`src/partner_ability_pkg.sv`:
```
// Package for the link partner ability capture block.
// Holds register offsets, field positions, reset values and bus constants.
package partner_ability_pkg;

  // Bus geometry
  localparam int AddrWidth = 8;
  localparam int DataWidth = 32;
  localparam int PageWidth = 16;

  // Register byte addresses (one aligned word each) and the printed register index
  localparam logic [AddrWidth-1:0] PartnerAbilityAddr = 8'h14;  // Index 0x05 times four
  localparam logic [AddrWidth-1:0] CaptureStatusAddr = 8'h40;   // View and update status
  localparam logic [AddrWidth-1:0] PartnerAbilityIndex = 8'h05; // Printed register index

  // Base page field positions
  localparam int TxCapBit = 7;
  localparam int TenFullDuplexCapBit = 6;
  localparam int TenHalfDuplexCapBit = 5;
  localparam int SelectorMsb = 4;
  localparam int SelectorLsb = 0;

  // Next page field positions
  localparam int MorePagesFlagBit = 15;
  localparam int AckBit = 14;
  localparam int PageTypeFlagBit = 13;
  localparam int ComplyAckFlagBit = 12;
  localparam int ToggleBit = 11;
  localparam int CodeMsb = 10;
  localparam int CodeLsb = 0;

  // Status register field positions
  localparam int StatusViewBit = 0;
  localparam int StatusUpdatedBit = 1;

  // Reset values
  localparam logic [PageWidth-1:0] PageResetValue = 16'h0000;

  // AXI4-Lite responses
  localparam logic [1:0] RespOkay = 2'h0;
  localparam logic [1:0] RespSlvErr = 2'h2;

  // Which page the register shows
  typedef enum logic {
    VIEW_BASE = 1'b0,
    VIEW_NEXT = 1'b1
  } view_t;

endpackage

```
`src/axil_ro_slave.sv`:
```
// AXI4-Lite slave handshake shell: one write and one read at a time.
// Assumes a master that follows AXI4-Lite valid/ready rules.
`timescale 1ns/10ps
module axil_ro_slave (
  input wire logic clk,
  input wire logic arst_n,
  input wire logic awvalid,
  output logic awready,
  input wire logic wvalid,
  output logic wready,
  output logic bvalid,
  input wire logic bready,
  input wire logic arvalid,
  output logic arready,
  output logic rvalid,
  input wire logic rready,
  output logic wrFire,
  output logic rdFire
);
  import partner_ability_pkg::*;

  logic awHave_d, awHave_q; // Write address taken
  logic wHave_d, wHave_q;   // Write data taken
  logic bvalid_d, bvalid_q; // Write response pending
  logic rvalid_d, rvalid_q; // Read response pending
  // Readies are registered so every bus output leaves a flop; each one
  // mirrors the free state of its slot, so no handshake timing changes
  logic awReady_d, awReady_q; // Write address slot free
  logic wReady_d, wReady_q;   // Write data slot free
  logic arReady_d, arReady_q; // Read slot free

  // Accept address and data in either order; respond once both held
  always_comb begin
    awHave_d = awHave_q;
    wHave_d = wHave_q;
    bvalid_d = bvalid_q;
    rvalid_d = rvalid_q;
    wrFire = 1'b0;
    if (awvalid && awReady_q) begin
      awHave_d = 1'b1;
    end
    if (wvalid && wReady_q) begin
      wHave_d = 1'b1;
    end
    if (awHave_q && wHave_q && !bvalid_q) begin
      wrFire = 1'b1;
      bvalid_d = 1'b1;
      awHave_d = 1'b0;
      wHave_d = 1'b0;
    end
    if (bvalid_q && bready) begin
      bvalid_d = 1'b0;
    end
    // Read address is taken only while no read data is pending
    rdFire = arvalid && arReady_q;
    if (rdFire) begin
      rvalid_d = 1'b1;
    end else if (rvalid_q && rready) begin
      rvalid_d = 1'b0;
    end
    // A slot is free when nothing is held in it and no answer is pending
    awReady_d = !awHave_d && !bvalid_d;
    wReady_d = !wHave_d && !bvalid_d;
    arReady_d = !rvalid_d;
  end

  // Handshake state registers
  always_ff @(posedge clk or negedge arst_n) begin
    if (!arst_n) begin
      awHave_q <= 1'b0;
      wHave_q <= 1'b0;
      bvalid_q <= 1'b0;
      rvalid_q <= 1'b0;
      awReady_q <= 1'b1;
      wReady_q <= 1'b1;
      arReady_q <= 1'b1;
    end else begin
      awHave_q <= awHave_d;
      wHave_q <= wHave_d;
      bvalid_q <= bvalid_d;
      rvalid_q <= rvalid_d;
      awReady_q <= awReady_d;
      wReady_q <= wReady_d;
      arReady_q <= arReady_d;
    end
  end

  assign awready = awReady_q;
  assign wready = wReady_q;
  assign arready = arReady_q;
  assign bvalid = bvalid_q;
  assign rvalid = rvalid_q;
endmodule

```
`src/link_partner_ability_capture.sv`:
```
// Link partner ability capture: a read-only status register behind AXI4-Lite.
// Assumes the auto-negotiation state machine on the same clock strobes each
// received link code word; software only reads.
//
// Decided for this implementation: the AXI4-Lite register port.
`timescale 1ns/10ps
module link_partner_ability_capture (
  input wire logic clk,
  input wire logic arst_n,
  // Auto-negotiation side: one-cycle strobes with the received word
  input wire logic basePageValid,
  input wire logic nextPageValid,
  input wire logic [partner_ability_pkg::PageWidth-1:0] rxPageWord,
  // AXI4-Lite write address channel
  input wire logic [partner_ability_pkg::AddrWidth-1:0] s_axi_awaddr,
  input wire logic [2:0] s_axi_awprot,
  input wire logic s_axi_awvalid,
  output logic s_axi_awready,
  // AXI4-Lite write data channel
  input wire logic [partner_ability_pkg::DataWidth-1:0] s_axi_wdata,
  input wire logic [3:0] s_axi_wstrb,
  input wire logic s_axi_wvalid,
  output logic s_axi_wready,
  // AXI4-Lite write response channel
  output logic [1:0] s_axi_bresp,
  output logic s_axi_bvalid,
  input wire logic s_axi_bready,
  // AXI4-Lite read address channel
  input wire logic [partner_ability_pkg::AddrWidth-1:0] s_axi_araddr,
  input wire logic [2:0] s_axi_arprot,
  input wire logic s_axi_arvalid,
  output logic s_axi_arready,
  // AXI4-Lite read data channel
  output logic [partner_ability_pkg::DataWidth-1:0] s_axi_rdata,
  output logic [1:0] s_axi_rresp,
  output logic s_axi_rvalid,
  input wire logic s_axi_rready
);
  import partner_ability_pkg::*;

  // Base page keeps bits 7:0 only; upper bits belong to another block
  localparam logic [PageWidth-1:0] BaseKeepMask = 16'h00FF;
  localparam logic [PageWidth-1:0] NextKeepMask = 16'hFFFF;

  logic [PageWidth-1:0] basePage; // Captured base page view
  logic [PageWidth-1:0] nextPage; // Captured next page view
  logic wrFire;                    // Write address and data both taken
  logic rdFire;                    // Read address taken this cycle
  logic [AddrWidth-1:0] awAddr_d, awAddr_q; // Held write address
  view_t view_d, view_q;           // Which page was last received
  logic updated_d, updated_q;      // A page arrived since last status read
  logic [DataWidth-1:0] rdata_d, rdata_q; // Read data register
  logic [1:0] rresp_d, rresp_q;    // Read response register
  logic [1:0] bresp_d, bresp_q;    // Write response register

  // Is the address one of ours
  function automatic logic is_mapped(input logic [AddrWidth-1:0] addr);
    is_mapped = (addr == PartnerAbilityAddr) || (addr == CaptureStatusAddr);
  endfunction

  // Base page capture: bits 7, 6, 5 and selector 4:0
  page_capture #(
    .Width(PageWidth)
  ) u_base (
    .clk(clk),
    .arst_n(arst_n),
    .pageValid(basePageValid),
    .pageWord(rxPageWord),
    .keepMask(BaseKeepMask),
    .pageQ(basePage)
  );

  // Next page capture; only the negotiation strobe loads it, so the
  // acknowledge and all other fields are never touched by software
  page_capture #(
    .Width(PageWidth)
  ) u_next (
    .clk(clk),
    .arst_n(arst_n),
    .pageValid(nextPageValid),
    .pageWord(rxPageWord),
    .keepMask(NextKeepMask),
    .pageQ(nextPage)
  );

  // Bus handshakes
  axil_ro_slave u_bus (
    .clk(clk),
    .arst_n(arst_n),
    .awvalid(s_axi_awvalid),
    .awready(s_axi_awready),
    .wvalid(s_axi_wvalid),
    .wready(s_axi_wready),
    .bvalid(s_axi_bvalid),
    .bready(s_axi_bready),
    .arvalid(s_axi_arvalid),
    .arready(s_axi_arready),
    .rvalid(s_axi_rvalid),
    .rready(s_axi_rready),
    .wrFire(wrFire),
    .rdFire(rdFire)
  );

  // View select, update flag and response data
  always_comb begin
    view_d = view_q;
    updated_d = updated_q;
    rdata_d = rdata_q;
    rresp_d = rresp_q;
    bresp_d = bresp_q;
    awAddr_d = awAddr_q;
    // Latch the write address when it is taken
    if (s_axi_awvalid && s_axi_awready) begin
      awAddr_d = s_axi_awaddr;
    end
    // Last page received picks the view; if both strobe, next page wins
    if (nextPageValid) begin
      view_d = VIEW_NEXT;
    end else if (basePageValid) begin
      view_d = VIEW_BASE;
    end
    // Writes store nothing; mapped ones answer OKAY
    if (wrFire) begin
      bresp_d = is_mapped(awAddr_q) ? RespOkay : RespSlvErr;
    end
    if (rdFire) begin
      rdata_d = '0;
      rresp_d = RespOkay;
      if (s_axi_araddr == PartnerAbilityAddr) begin
        // One address, content picked by the last page
        rdata_d[PageWidth-1:0] = (view_q == VIEW_NEXT) ? nextPage : basePage;
      end else if (s_axi_araddr == CaptureStatusAddr) begin
        rdata_d[StatusViewBit] = view_q;
        rdata_d[StatusUpdatedBit] = updated_q;
      end else begin
        rresp_d = RespSlvErr; // Unmapped address reads zero with error
      end
    end
    // Update flag: a new page sets it and wins over the read that clears it
    if (rdFire && s_axi_araddr == CaptureStatusAddr) begin
      updated_d = 1'b0;
    end
    if (basePageValid || nextPageValid) begin
      updated_d = 1'b1;
    end
  end

  // Register the control state and responses
  always_ff @(posedge clk or negedge arst_n) begin
    if (!arst_n) begin
      view_q <= VIEW_BASE;
      updated_q <= 1'b0;
      rdata_q <= '0;
      rresp_q <= RespOkay;
      bresp_q <= RespOkay;
      awAddr_q <= '0;
    end else begin
      view_q <= view_d;
      updated_q <= updated_d;
      rdata_q <= rdata_d;
      rresp_q <= rresp_d;
      bresp_q <= bresp_d;
      awAddr_q <= awAddr_d;
    end
  end

  assign s_axi_rdata = rdata_q;
  assign s_axi_rresp = rresp_q;
  assign s_axi_bresp = bresp_q;
endmodule

```
`src/page_capture.sv`:
```
// Capture register for one received link code word view.
// Assumes pageValid is a one-cycle strobe from logic on the same clock.
`timescale 1ns/10ps
module page_capture #(
  parameter int Width = 16
) (
  input wire logic clk,
  input wire logic arst_n,
  input wire logic pageValid,
  input wire logic [Width-1:0] pageWord,
  input wire logic [Width-1:0] keepMask,
  output logic [Width-1:0] pageQ
);
  import partner_ability_pkg::*;

  logic [Width-1:0] page_d; // Next captured value
  logic [Width-1:0] page_q; // Captured value

  // Only the state machine strobe loads; masked bits stay zero
  always_comb begin
    page_d = page_q;
    if (pageValid) begin
      page_d = pageWord & keepMask;
    end
  end

  // Register the captured word
  always_ff @(posedge clk or negedge arst_n) begin
    if (!arst_n) begin
      page_q <= PageResetValue;
    end else begin
      page_q <= page_d;
    end
  end

  assign pageQ = page_q;
endmodule

```
`config.mk`:
```
export PLATFORM = sky130hd
export DESIGN_NAME = link_partner_ability_capture
export DESIGN_NICKNAME = d
export VERILOG_FILES = /design/src/partner_ability_pkg.sv /design/src/axil_ro_slave.sv /design/src/link_partner_ability_capture.sv /design/src/page_capture.sv
export SDC_FILE = /design/constraint.sdc
export NUM_CORES = 1
export LEC_CHECK = 0
export BUFFER_PORTS_ARGS = -buffer_cell sky130_fd_sc_hd__buf_2
export CAP_MARGIN = 25
export CORE_ASPECT_RATIO = 1.5
export CORE_MARGIN = 3
export CORE_UTILIZATION = 23
export DETAILED_ROUTE_END_ITERATION = 12
export MAX_ROUTING_LAYER = met4
export SLEW_MARGIN = 25
export SYNTH_ARGS = -nofsm -noshare
export SYNTH_HDL_FRONTEND = slang
export SYNTH_HIERARCHICAL = 1
export SYNTH_SLANG_ARGS = --single-unit
```
`constraint.sdc`:
```
create_clock -name clk -period 1.9 [get_ports clk]
set_input_delay 0.475 -clock clk [delete_from_list [all_inputs] [get_ports clk]]
set_output_delay 0.475 -clock clk [all_outputs]
set_load 0.05 [all_outputs]
```
==> results.txt, run 1 <==
* Most instantiated flip-flop cell in the synthesis netlist: dfrtp_1
- Placed instance count: 534
- Clock network fraction of design power: 39.1%
- Wires add up to 6617 um.
- Dividing the synthesized area by the synthesized cell count gives 10.76 sq um.
- Finish-stage setup viols: 0
* Final routed wire length divided by cell count: 12.01 um
- Number of global-route vias before repair: 2384
- The die is 148.1 um tall.
* Num ports: 124
- The netlist uses 37 different library cells.
- Fraction of the cycle the final worst path needs: 84.79%
- For this design the static power due to leakage is 1.914 nW.
* Root buffer selected by CTS: clkbuf_16
* Global-route wire length before repair: 11300 um
- Clock-pin slew of the registers on the worst-case setup and hold paths: 0.06 ns
- Quantity of gates resized following cts: 0
- Core Box Area: 13080 sq um
- Level count of the clock H-tree: 3
* Max IR drop VDD: 0.3222 mV
- During placement, the flow inserted port buffers numbering 63.
- Area of the die: 14930 sq um
- On the worst path, the slowest cell contributes a delay of 0.55 ns.
- At the later pin of the worst-skew pair, clock insertion delay measures 0.33 ns.
- The number of buffers and inverters on the critical path is 1.
- Aggregate negative setup slack: 0 ns
* Post-synthesis register bit count: 67
- Cell area after synthesis: 3098 sq um
- CP Max Fanout: 4
- For this configuration, the core starts out at a cell density of 23.68%.
- Total number of clock tree sinks: 67
- Number of buffers created by CTS: 9
* Total number of vias: 2225
- Summed over all nets, the half-perimeter wirelength after detailed placement is 4762 um.
* Global route total overflow: 0
* Ratio of routed vias to standard cells: 4.038
- Slowest cell on crit path: dfstp_2
* Proportion of synthesized chip area in sequential cells: 54.24%
* Proportion of power drawn by combinational gates: 18.8%
- Share of async-settable or async-resettable flops after synthesis: 100.0%
- Crit. End Element: primary output
- Final count of pins violating max slew: 0
* Launching instance or port of the critical path: u_bus/awready
- Slew of the pin with the lowest slew margin: 0.6338 ns
- Buffers inserted to repair hold after CTS numbered 0.
- In this run the worst hold path is classified as in2async.
- Maximum number of pins on one net before global-route repair: 38
* Sw Share: 28.24%
* Switch Pwr: 0.001198 W
* Share of total power in sequential cells: 42.1%
* Layout overhead on the synthesized area: 26.86%
- Maximum clock rate: 620.7 MHz
- In this run the critical register-to-register path is launched from u_bus/arready.
* Data required time of the worst path: 1.42 ns
* Total global-route track usage: 10.07%
- Buffers added to address setup during post-CTS repair amount to 0.
* Post-Synthesis Cells: 288
* Power density cells: 1079 nW/um^2
* Unrepaired setup endpoints after global routing: no
- Critical setup path kind: reg2out
* Worst Skew: 0.007729 ns
- Final hold violation count: 0
- Post-synth EDFFs: 0
- In the final layout, the share of cells above drive strength 1 is 28.13%.
- Placer's final routability congestion estimate: 0.7271
- The number of antenna violations at the first check in global routing came to 1.
- The first TritonRoute pass finished after 4 iterations.
- The worst pin sits at a relative slew slack of 57.75%.
- Arrival time reported for the critical path endpoint: 1.14 ns
- In this run the deepest clock path goes through 2 buffers.
- The critical path goes through buf_2.
- The count of nets left with antenna violations once routing finished came out at 0.
- Cell Rows: 51
- After the flow finishes, the layout carries non-filler instances totaling 551.
- Pint: 0.003043 W
* Clock tree from TritonCTS: yes
* CP startpoint kind: flop
- Run status: completed
- Family with the most delay on the worst path: flip-flops
- In the routed design, unresolved DRC markers number 0.
- The tool flagged a number of max-cap violations equal to 0.
- Final period demand of the worst path: 1.611 ns
- Yosys printed 6 warnings.
- Number of nets in the layout: 469
- Initial detailed-routing violation count: 101
- Die X: 100.8 um
layout make-up:
cell class	count	area [sq um]
Clock inverter	2	35.03
Multi-Input combinational cell	190	1194
Tap cell	159	198.9
Sequential cell	67	1680
Fill cell	1357	9151
Antenna cell	1	2.502
Inverter	50	187.7
Clock buffer	14	264.0
Timing Repair Buffer	68	367.9
logic make-up after synthesis:
group           count (synthesis)  synth area share [%]
simple gates                   55                 10.74
compound gates                 61                 13.61
other cells                     2                0.2424
flops                          67                 54.24
mux                            24                 8.118
buf+inv                        79                 13.04
synthesized netlist by cell type (2+ instances only):
cell / number / area share [%]
dfrtp_1: 64 / 52
inv_1: 50 / 6.1
nand3_1: 34 / 5.5
o21ai_0: 31 / 5.0
buf_4: 24 / 5.8
mux2i_1: 15 / 4.8
o22ai_2: 10 / 4.0
mux2_2: 9 / 3.3
o22ai_1: 6 / 1.2
nand2_1: 5 / 0.61
nor2_1: 4 / 0.48
a21oi_1: 3 / 0.48
dfstp_2: 3 / 2.5
buf_2: 2 / 0.32
buf_6: 2 / 0.73
conb_1: 2 / 0.24
nand2b_1: 2 / 0.40
nor2b_4: 2 / 0.89
o21ai_1: 2 / 0.32
state kept, by name (all words and copies together) (netlist names), 8 cells and up:
signal        cells
u_next/pageQ     16
u_base/pageQ     16
s_axi_rdata      16
awAddr_q          8
per-stage QoR:
stage          utilization, %  power [W]  instance area [sq um]  hold WS (ns)  setup slack [ns]
3_5_place_dp            27.74   0.002628                   3628        0.4161            0.1879
4_1_cts                 30.02   0.004322                   3928       0.09123            0.2403
6_report                30.04   0.004241                   3930       0.08768            0.2890
3_3_place_gp            27.74   0.002585                   3628        0.4103            0.2478
5_1_grt                 30.04   0.004484                   3930        0.1120            0.1443
2_1_floorplan               -   0.002428                   3278        0.1794            0.1056
cells in the final DEF, fill, tap and decap left out, drive strengths merged:
| master | n |
|---|---|
| a211o | 1 |
| a211oi | 1 |
| a21o | 2 |
| a21oi | 3 |
| a22oi | 1 |
| a41oi | 1 |
| and2 | 1 |
| and3b | 1 |
| buf | 68 |
| bufinv | 1 |
| clkbuf | 14 |
| clkinv | 1 |
| conb | 50 |
| dfrtp | 64 |
| dfstp | 3 |
| diode | 1 |
| inv | 50 |
| mux2 | 9 |
| mux2i | 15 |
| nand2 | 5 |
| nand2b | 2 |
| nand3 | 35 |
| nand3b | 1 |
| nor2 | 4 |
| nor2b | 2 |
| nor3 | 1 |
| nor3b | 2 |
| nor4b | 1 |
| o21a | 1 |
| o21ai | 33 |
| o221ai | 1 |
| o22a | 1 |
| o22ai | 16 |
path summary, 6_finish.rpt:
path                                          to  slack [ns]  depth (start not counted)
worst max-delay path               s_axi_awready        0.29                          1
worst min-delay path                   updated_q        0.09                          1
worst min register to register     u_bus/awready        0.42                          1
max in group asynchronous       u_base/pageQ[11]        1.27                          2
min in group clk                   u_bus/awready        0.33                          2
worst max register to register    s_axi_rdata[7]        0.29                          5
metal layers:
layer	GRT usage [%]	wire (um)	vias to the layer above
met5	-	0	-
li1	-	-	1098
met2	17.12	3432	64
met1	10.77	2636	1055
met4	3.641	98	0
met3	3.379	450	8
power groups by stage:
stage | Sequential [W] | Clock [W] | Combinational [W]
5_1_grt | 0.00181 | 0.00179 | 0.000883
4_1_cts | 0.00179 | 0.00172 | 0.000815
6_report | 0.00179 | 0.00166 | 0.000798
2_1_floorplan | 0.00192 | 0 | 0.000504
3_3_place_gp | 0.00179 | 0 | 0.000792
3_5_place_dp | 0.00182 | 0 | 0.000813
(Power assumes the default switching activity.)
==> run 2, diff against run 1 <==
==> constraint.sdc (replaced) <==
create_clock -name clk -period 1.4 [get_ports clk]
set_input_delay 0.35 -clock clk [delete_from_list [all_inputs] [get_ports clk]]
set_output_delay 0.35 -clock clk [all_outputs]
set_load 0.05 [all_outputs]
==> run 2 against run 1 <==
Net effect:
- the run now ends with negative setup slack left
- combinational power grew 54%
- register-to-register slack got worse by 0.36 ns
- sequential power up 35%
- clock skew decreased by 0.0025 ns
==> results.txt, run 2 (synthesized netlist as in run 1, its figures left out) <==
- Run status: finished, violations left
* Failing checks: negative setup slack
- After detailed routing, the total wire length is 6931 um.
- Summed over all layers, the global routing overflow is 0.
* Data required time of the worst path: 1.61 ns
- Initial detailed-routing violation count: 25
- Once the floorplan was initialized, standard cells occupied 23.68% of the core.
- Num ports: 124
- Setup violations remaining at the end of the flow were counted as 17.
- Number of cells in the finished layout apart from fillers: 563
* Ratio of routed vias to standard cells: 4.037
- Power density cells: 1380 nW/um^2
* Type of the most critical hold path: in2reg
- In the routed design, unresolved DRC markers number 0.
- Max-cap violations: 0
- In this run the tightest slew margin relative to its limit is 58.36%.
- Across all setup checks in the final design, the least slack found is -0.06804 ns.
- The post-route netlist has 32.18% of its cells at a drive strength greater than 1.
- At the end of routability-driven placement, the weighted congestion stood at 0.7037.
* Clock Tree Buf Depth: 2
- Global-route wire length before repair: 11450 um
* Quantity of I/O buffers inserted on ports: 63
- Area of the die: 14930 sq um
- Including well taps, the total number of placed cells is 542.
- Of the available clock period, the critical path in the final layout requires 104.9%.
* Die extent in y: 148.1 um
- From synthesis to final layout, the design area changed by 32.39%.
- At the later pin of the worst-skew pair, clock insertion delay measures 0.33 ns.
* Max IR drop VDD: 0.5173 mV
* Total global-route track usage: 10.24%
- For the pin with the worst max-slew slack, the measured transition is 0.6246 ns.
- CP Max Fanout: 4
- The critical path is of the reg2reg type.
- After detailed routing, the average wire length per cell comes to 12.31 um.
- Clock tree from TritonCTS: yes
- The tree is rooted in a clkbuf_16.
- The clock arrives with 0.005269 ns of skew.
- The library cell used most frequently in the layout, excluding fill and tap cells, is dfrtp_1.
- Maximum number of pins on one net before global-route repair: 35
- Post-detailed-route count of antenna-violating nets: 0
* CP startpoint kind: flop
- Lkg Pwr: 1.994 nW
- The via count of the first global-routing pass was 2362.
* DR pass1 iterations: 4
- The clock drives 67 sinks.
- Number of buffers created by CTS: 9
- Setup repair after global routing could not meet its margin everywhere.
* Clock-pin slew of the registers on the worst-case setup and hold paths: 0.05 ns
- Core Box Area: 13080 sq um
- Cell Rows: 51
* Total number of vias: 2273
* Maximum clock rate: 681.2 MHz
- Number of fill cells in the layout: 1350
* Post-DP HPWL: 4939 um
- The number of antenna violations at the first check in global routing came to 0.
* Level count of the clock H-tree: 3
- Number of nets in the layout: 482
* Placed Instance Area: 3704 sq um
* Number of antenna cells inserted: 0
* Final count of pins violating max slew: 0
- Final period demand of the worst path: 1.468 ns
- The die is 100.8 um wide.
- At the worst endpoint, the arrival time is 1.67 ns.
- Crit. End Element: flop
* Final hold violation count: 0
- Once layout is done, the placed cells without fillers occupy 4101 sq um.
* Commonest non-fill, non-tap cells in the layout: dfrtp_1, buf_2, conb_1
## run 2: changes by cell type in the layout (fill, tap and decap cells not counted), sizes merged
cell,previous run,this run
dlygate4sd3,0,1
diode,1,0
clkinv,1,3
buf,68,79
bufinv,1,0
## run 2: final timing paths
kind | start | endpoint | slack [ns] | depth (start not counted)
max | u_bus/arready | updated_q | -0.07 | 6
min | s_axi_awvalid | u_bus/awready | 0.20 | 2
max reg2reg | u_bus/arready | updated_q | -0.07 | 6
min reg2reg | u_bus/awHave_q | u_bus/awready | 0.43 | 1
max in group asynchronous | arst_n | u_bus/arready | 0.43 | 3
min in group asynchronous | arst_n | u_bus/awHave_q | 0.47 | 2
## run 2: metrics by stage
| stage | hold WS [ns] | util [%] | setup TNS, ns | setup slack [ns] | power [W] |
|---|---|---|---|---|---|
| CTS | 0.1841 | 30.96 | -1.289 | -0.09270 | 0.005743 |
| finish | 0.1996 | 31.35 | -0.8814 | -0.06804 | 0.005659 |
| global placement | 0.2750 | 28.31 | -1.383 | -0.09844 | 0.003534 |
| global route | 0.1922 | 31.35 | -2.691 | -0.1662 | 0.005983 |
| detailed placement | 0.2840 | 28.31 | -1.276 | -0.1018 | 0.003598 |
| floorplan | 0.05441 | - | -4.664 | -0.3213 | 0.003298 |
## run 2: cell type report
type / instances / area, sq um / area share, %
clock inverter: 3 / 15.01 / 0.3661
timing repair buffer: 81 / 529.3 / 12.90
sequential: 67 / 1680 / 40.97
tap: 159 / 198.9 / 4.851
multi-input combinational: 190 / 1240 / 30.23
clock buffer: 13 / 250.2 / 6.101
inverter: 50 / 187.7 / 4.576
## run 2: power breakdown
group	internal [W]	leakage, nW	switching (W)
Combinational	0.000522	1.01	0.000710
Sequential	0.00224	0.851	0.000179
Clock	0.00124	0.133	0.000769
Total	0.00400	1.99	0.00166
## run 2: timing repair
item | CTS | global route
pin swaps | 1 | 2
hold buffers | 1 | 0
gates resized for setup | 13 | 9
endpoints found under the hold margin | 18 | 0
setup endpoints to repair | 20 | 20
setup buffers | 2 | 2
## run 2: per-layer routing
metal	track usage, %	part of all wire, %	vias to the layer above
met5	-	0	-
met4	4.653	1.7	0
met3	2.581	5.5	9
met2	16.72	52	60
met1	11.71	40	1083
li1	-	-	1121
## run 2: critical path, cell delays in order, from the launching register on
cell and delay [ns]:
dfstp_2 0.53, nand2_2 0.06, inv_2 0.06, nor4b_4 0.21, buf_4 0.19, nand3_2 0.05, a211o_1 0.25
==> run 3, diff against run 2 <==
--- a/config.mk
+++ b/config.mk
@@ -5,6 +5,7 @@
 export SDC_FILE = /design/constraint.sdc
 export NUM_CORES = 1
 export LEC_CHECK = 0
+export ABC_AREA = 1
 export BUFFER_PORTS_ARGS = -buffer_cell sky130_fd_sc_hd__buf_2
 export CAP_MARGIN = 25
 export CORE_ASPECT_RATIO = 1.5
==> run 3 against run 2 <==
Net effect:
- the run now ends clean
- global-route usage grew 0.46 points
- utilization decreased by 1.0 points
- clock power increased by 25%
- cell count increased by 11%
- critical endpoint is now s_axi_awready
- non-clock buffer count decreased by 7
- maximum frequency increased by 7.0%
- via count increased by 9.9%
- largest cell class unchanged
- first-iteration DRC count grew to 6.2 times the previous value
- clock skew up 0.0016 ns
- total power increased by 9.2%
==> results.txt, run 3 <==
- At the end of the flow the core is filled with cells to 30.35%.
- After clock tree synthesis, the clock-pin slew on the worst setup and hold paths is 0.05 ns.
* Num ports: 124
* Post-Synthesis Cells: 358
- In the layout the commonest cells are nand2_1, dfrtp_1, buf_2.
* Starting Density: 23.59%
* Most instantiated flip-flop cell in the synthesis netlist: dfrtp_1
- VDD sags by at most 0.5515 mV.
- After detailed routing, the total wire length is 7387 um.
- The H-tree was split into 3 levels.
* Die extent in y: 150.3 um
- Area of the die: 15360 sq um
- Max-cap violations in this run came to 0.
- The flow ran to the end, and the final reports show no timing, DRC or antenna violations.
- After routing the design area is 4108 sq um.
- The detail route stage leaves a number of antenna-violating nets equal to 0.
* Avg Inst Size Synth: 8.919 sq um
* Global-route layer with the greatest usage: met2
- For the worst-skew pair, the clock arrives at the later sink with an insertion delay of 0.33 ns.
- Synthesis instantiated 29 different standard cells from the library.
- Die X: 102.2 um
* Final hold slack: 0.2389 ns
* Finish-stage setup viols: 0
- During synthesis, Yosys emitted a total of 6 warnings.
- Worst Skew: 0.006917 ns
- Sw Share: 29.57%
- Counting both buffers and inverters, the worst setup path holds a total of 1.
- Cell area after synthesis: 3193 sq um
- Yosys top cell area share: 50.16%
- Clock network fraction of design power: 40.6%
* Total number of vias: 2498
- Dividing the final minimum period by the clock period gives 97.96%.
* Number of antenna cells inserted: 0
* Type of the most critical hold path: in2reg
* Crit. End Element: primary output
* Proportion of synthesized chip area in sequential cells: 52.63%
- Ratio of routed vias to standard cells: 3.984
- The detailed router finished its first iteration with 156 violations.
- DR pass1 iterations: 6
- Post-synth EDFFs: 0
- Global routing consumed, over all layers together, 10.70% of the routing resources.
* Slowest cell on crit path: dfstp_2
* CP Max Fanout: 3
* Switch Pwr: 0.001828 W
- Data required time of the worst path: 1.05 ns
- Met2 track demand over resource in global routing: 17.55%
- Pint: 0.004354 W
- Number of nets in the layout: 543
* Power Total: 0.006182 W
* Proportion of power drawn by combinational gates: 20.4%
- Yosys top cell by area: dfrtp_1
- The number of antenna violations at the first check in global routing came to 0.
- Critical setup path kind: reg2out
- The worst setup path is launched from a flop.
- Number of global-route vias before repair: 2520
- Cells along the critical path: buf_8
* Final hold violation count: 0
- CTS placed an instance of clkbuf_16 at the clock tree root.
- Core Box Area: 13530 sq um
- Adding up every negative setup slack in the final design gives 0 ns.
* Arrival time reported for the critical path endpoint: 1.02 ns
- Maximum clock rate: 729.2 MHz
* Final period demand of the worst path: 1.371 ns
- Family with the most delay on the worst path: flip-flops
- Buffers placed on the I/O ports in this run total 63.
- Clock tree from TritonCTS: yes
- Global-route wire length before repair: 12170 um
- The share of total power dissipated in sequential elements is 39.1%.
* Layout overhead on the synthesized area: 28.64%
- For this design the static power due to leakage is 2.195 nW.
- Power density cells: 1505 nW/um^2
- Global route total overflow: 0
- Total number of clock tree sinks: 67
- Most common cell in the synthesized netlist: nand2_1
- The largest single stage delay on the critical path is 0.55 ns.
- The number of clock buffers added by TritonCTS is 9.
- Placer's final routability congestion estimate: 0.7869
- In this run the core area contains 52 standard-cell rows.
- Met3 capacity usage during global routing: 3.987%
- Entering global routing, the biggest net connects 33 pins.
- The post-route netlist has 28.60% of its cells at a drive strength greater than 1.
- Ranking of synthesized cells by area: dfrtp_1, nand2_1, nand3_1, nand2_2, buf_4
- After detailed routing, the average wire length per cell comes to 11.78 um.
- Global routing used 11.34% of the available met1 tracks.
- Share of async-settable or async-resettable flops after synthesis: 100.0%
- The placed instances occupy a cell area of 3730 sq um.
* Final count of pins violating max slew: 0
* Clock Tree Buf Depth: 2
- After synthesis the netlist holds a flip-flop and latch count of 67.
- For this run, design rule violations remaining after detail routing come to 0.
- Post-DP HPWL: 5518 um
- Most common cell after layout, fill and taps aside: nand2_1
- Top post-synthesis cells by count: nand2_1, dfrtp_1, nand3_1
==> run 3: cell types whose count changed after synthesis, sizes merged, moves of 2 or more <==
cell / before / now
a21o: 2 / 0
buf: 28 / 30
inv: 50 / 24
mux2: 9 / 6
mux2i: 15 / 0
nand2: 5 / 115
nand2b: 2 / 0
nand3: 35 / 39
nor2: 4 / 37
nor2b: 2 / 0
o21ai: 33 / 29
o22ai: 16 / 0
==> run 3: per-stage QoR <==
stage,setup slack [ns],cells
floorplan,0.005887,406
global placement,0.1790,609
detailed placement,0.1338,609
CTS,-0.0007896,626
global route,-0.0007038,627
finish,0.02858,627
==> run 3: worst min-delay path, cell delays in order <==
cell and delay (ns):
buf_2 0.10, inv_1 0.06, a21oi_2 0.06
==> run 3: what timing repair did <==
action | 4_1_cts | 5_1_grt
endpoints found under the setup margin | 3 | 2
resized for setup | 7 | 1
hold buffers | 1 | 0
endpoints found under the hold margin | 8 | 0
setup buffers | 0 | 1
==> run 3: final timing paths <==
| kind | start | end | slack [ns] | depth (start not counted) |
|---|---|---|---|---|
| worst max-delay path | u_bus/awready | s_axi_awready | 0.03 | 1 |
| worst min-delay path | s_axi_rready | u_bus/arready | 0.24 | 3 |
| worst max register to register | u_bus/arready | s_axi_rdata[9] | 0.13 | 7 |
| worst min register to register | u_bus/rvalid | u_bus/arready | 0.41 | 1 |
| max in group asynchronous | arst_n | u_bus/awready | 0.45 | 3 |
| min in group asynchronous | arst_n | u_next/pageQ[1] | 0.45 | 2 |
==> run 3: cell type report <==
| cell class | instances | area, sq um |
|---|---|---|
| clock inverter | 5 | 85.08 |
| clock buffer | 11 | 252.7 |
| sequential | 67 | 1680 |
| inverter | 24 | 110.1 |
| timing repair buffer | 74 | 473.0 |
| tap | 162 | 202.7 |
| fill | 1428 | 9425 |
| multi-input combinational | 284 | 1304 |
==> run 3: cells by family after synthesis <==
logic type	share of synthesized area, %
and+or+nand+nor	27.12
other	0.2352
DFF	52.63
buffers and inverters	12.19
muxes	2.116
AOI/OAI and AO/OA	5.721
==> run 3: power groups by stage <==
stage / clock [W] / combinational, W / sequential (W)
after global routing: 0.00267 / 0.00140 / 0.00245
after floorplan: 0 / 0.000737 / 0.00262
after detailed placement: 0 / 0.00120 / 0.00245
final: 0.00251 / 0.00126 / 0.00241
after CTS: 0.00256 / 0.00126 / 0.00242
after global placement: 0 / 0.00117 / 0.00243
==> run 3: layer usage <==
metal	part of all wire (%)	up-vias
met3	6.3	8
met1	40	1147
li1	-	1278
met5	0	-
met2	52	65
met4	2.0	0
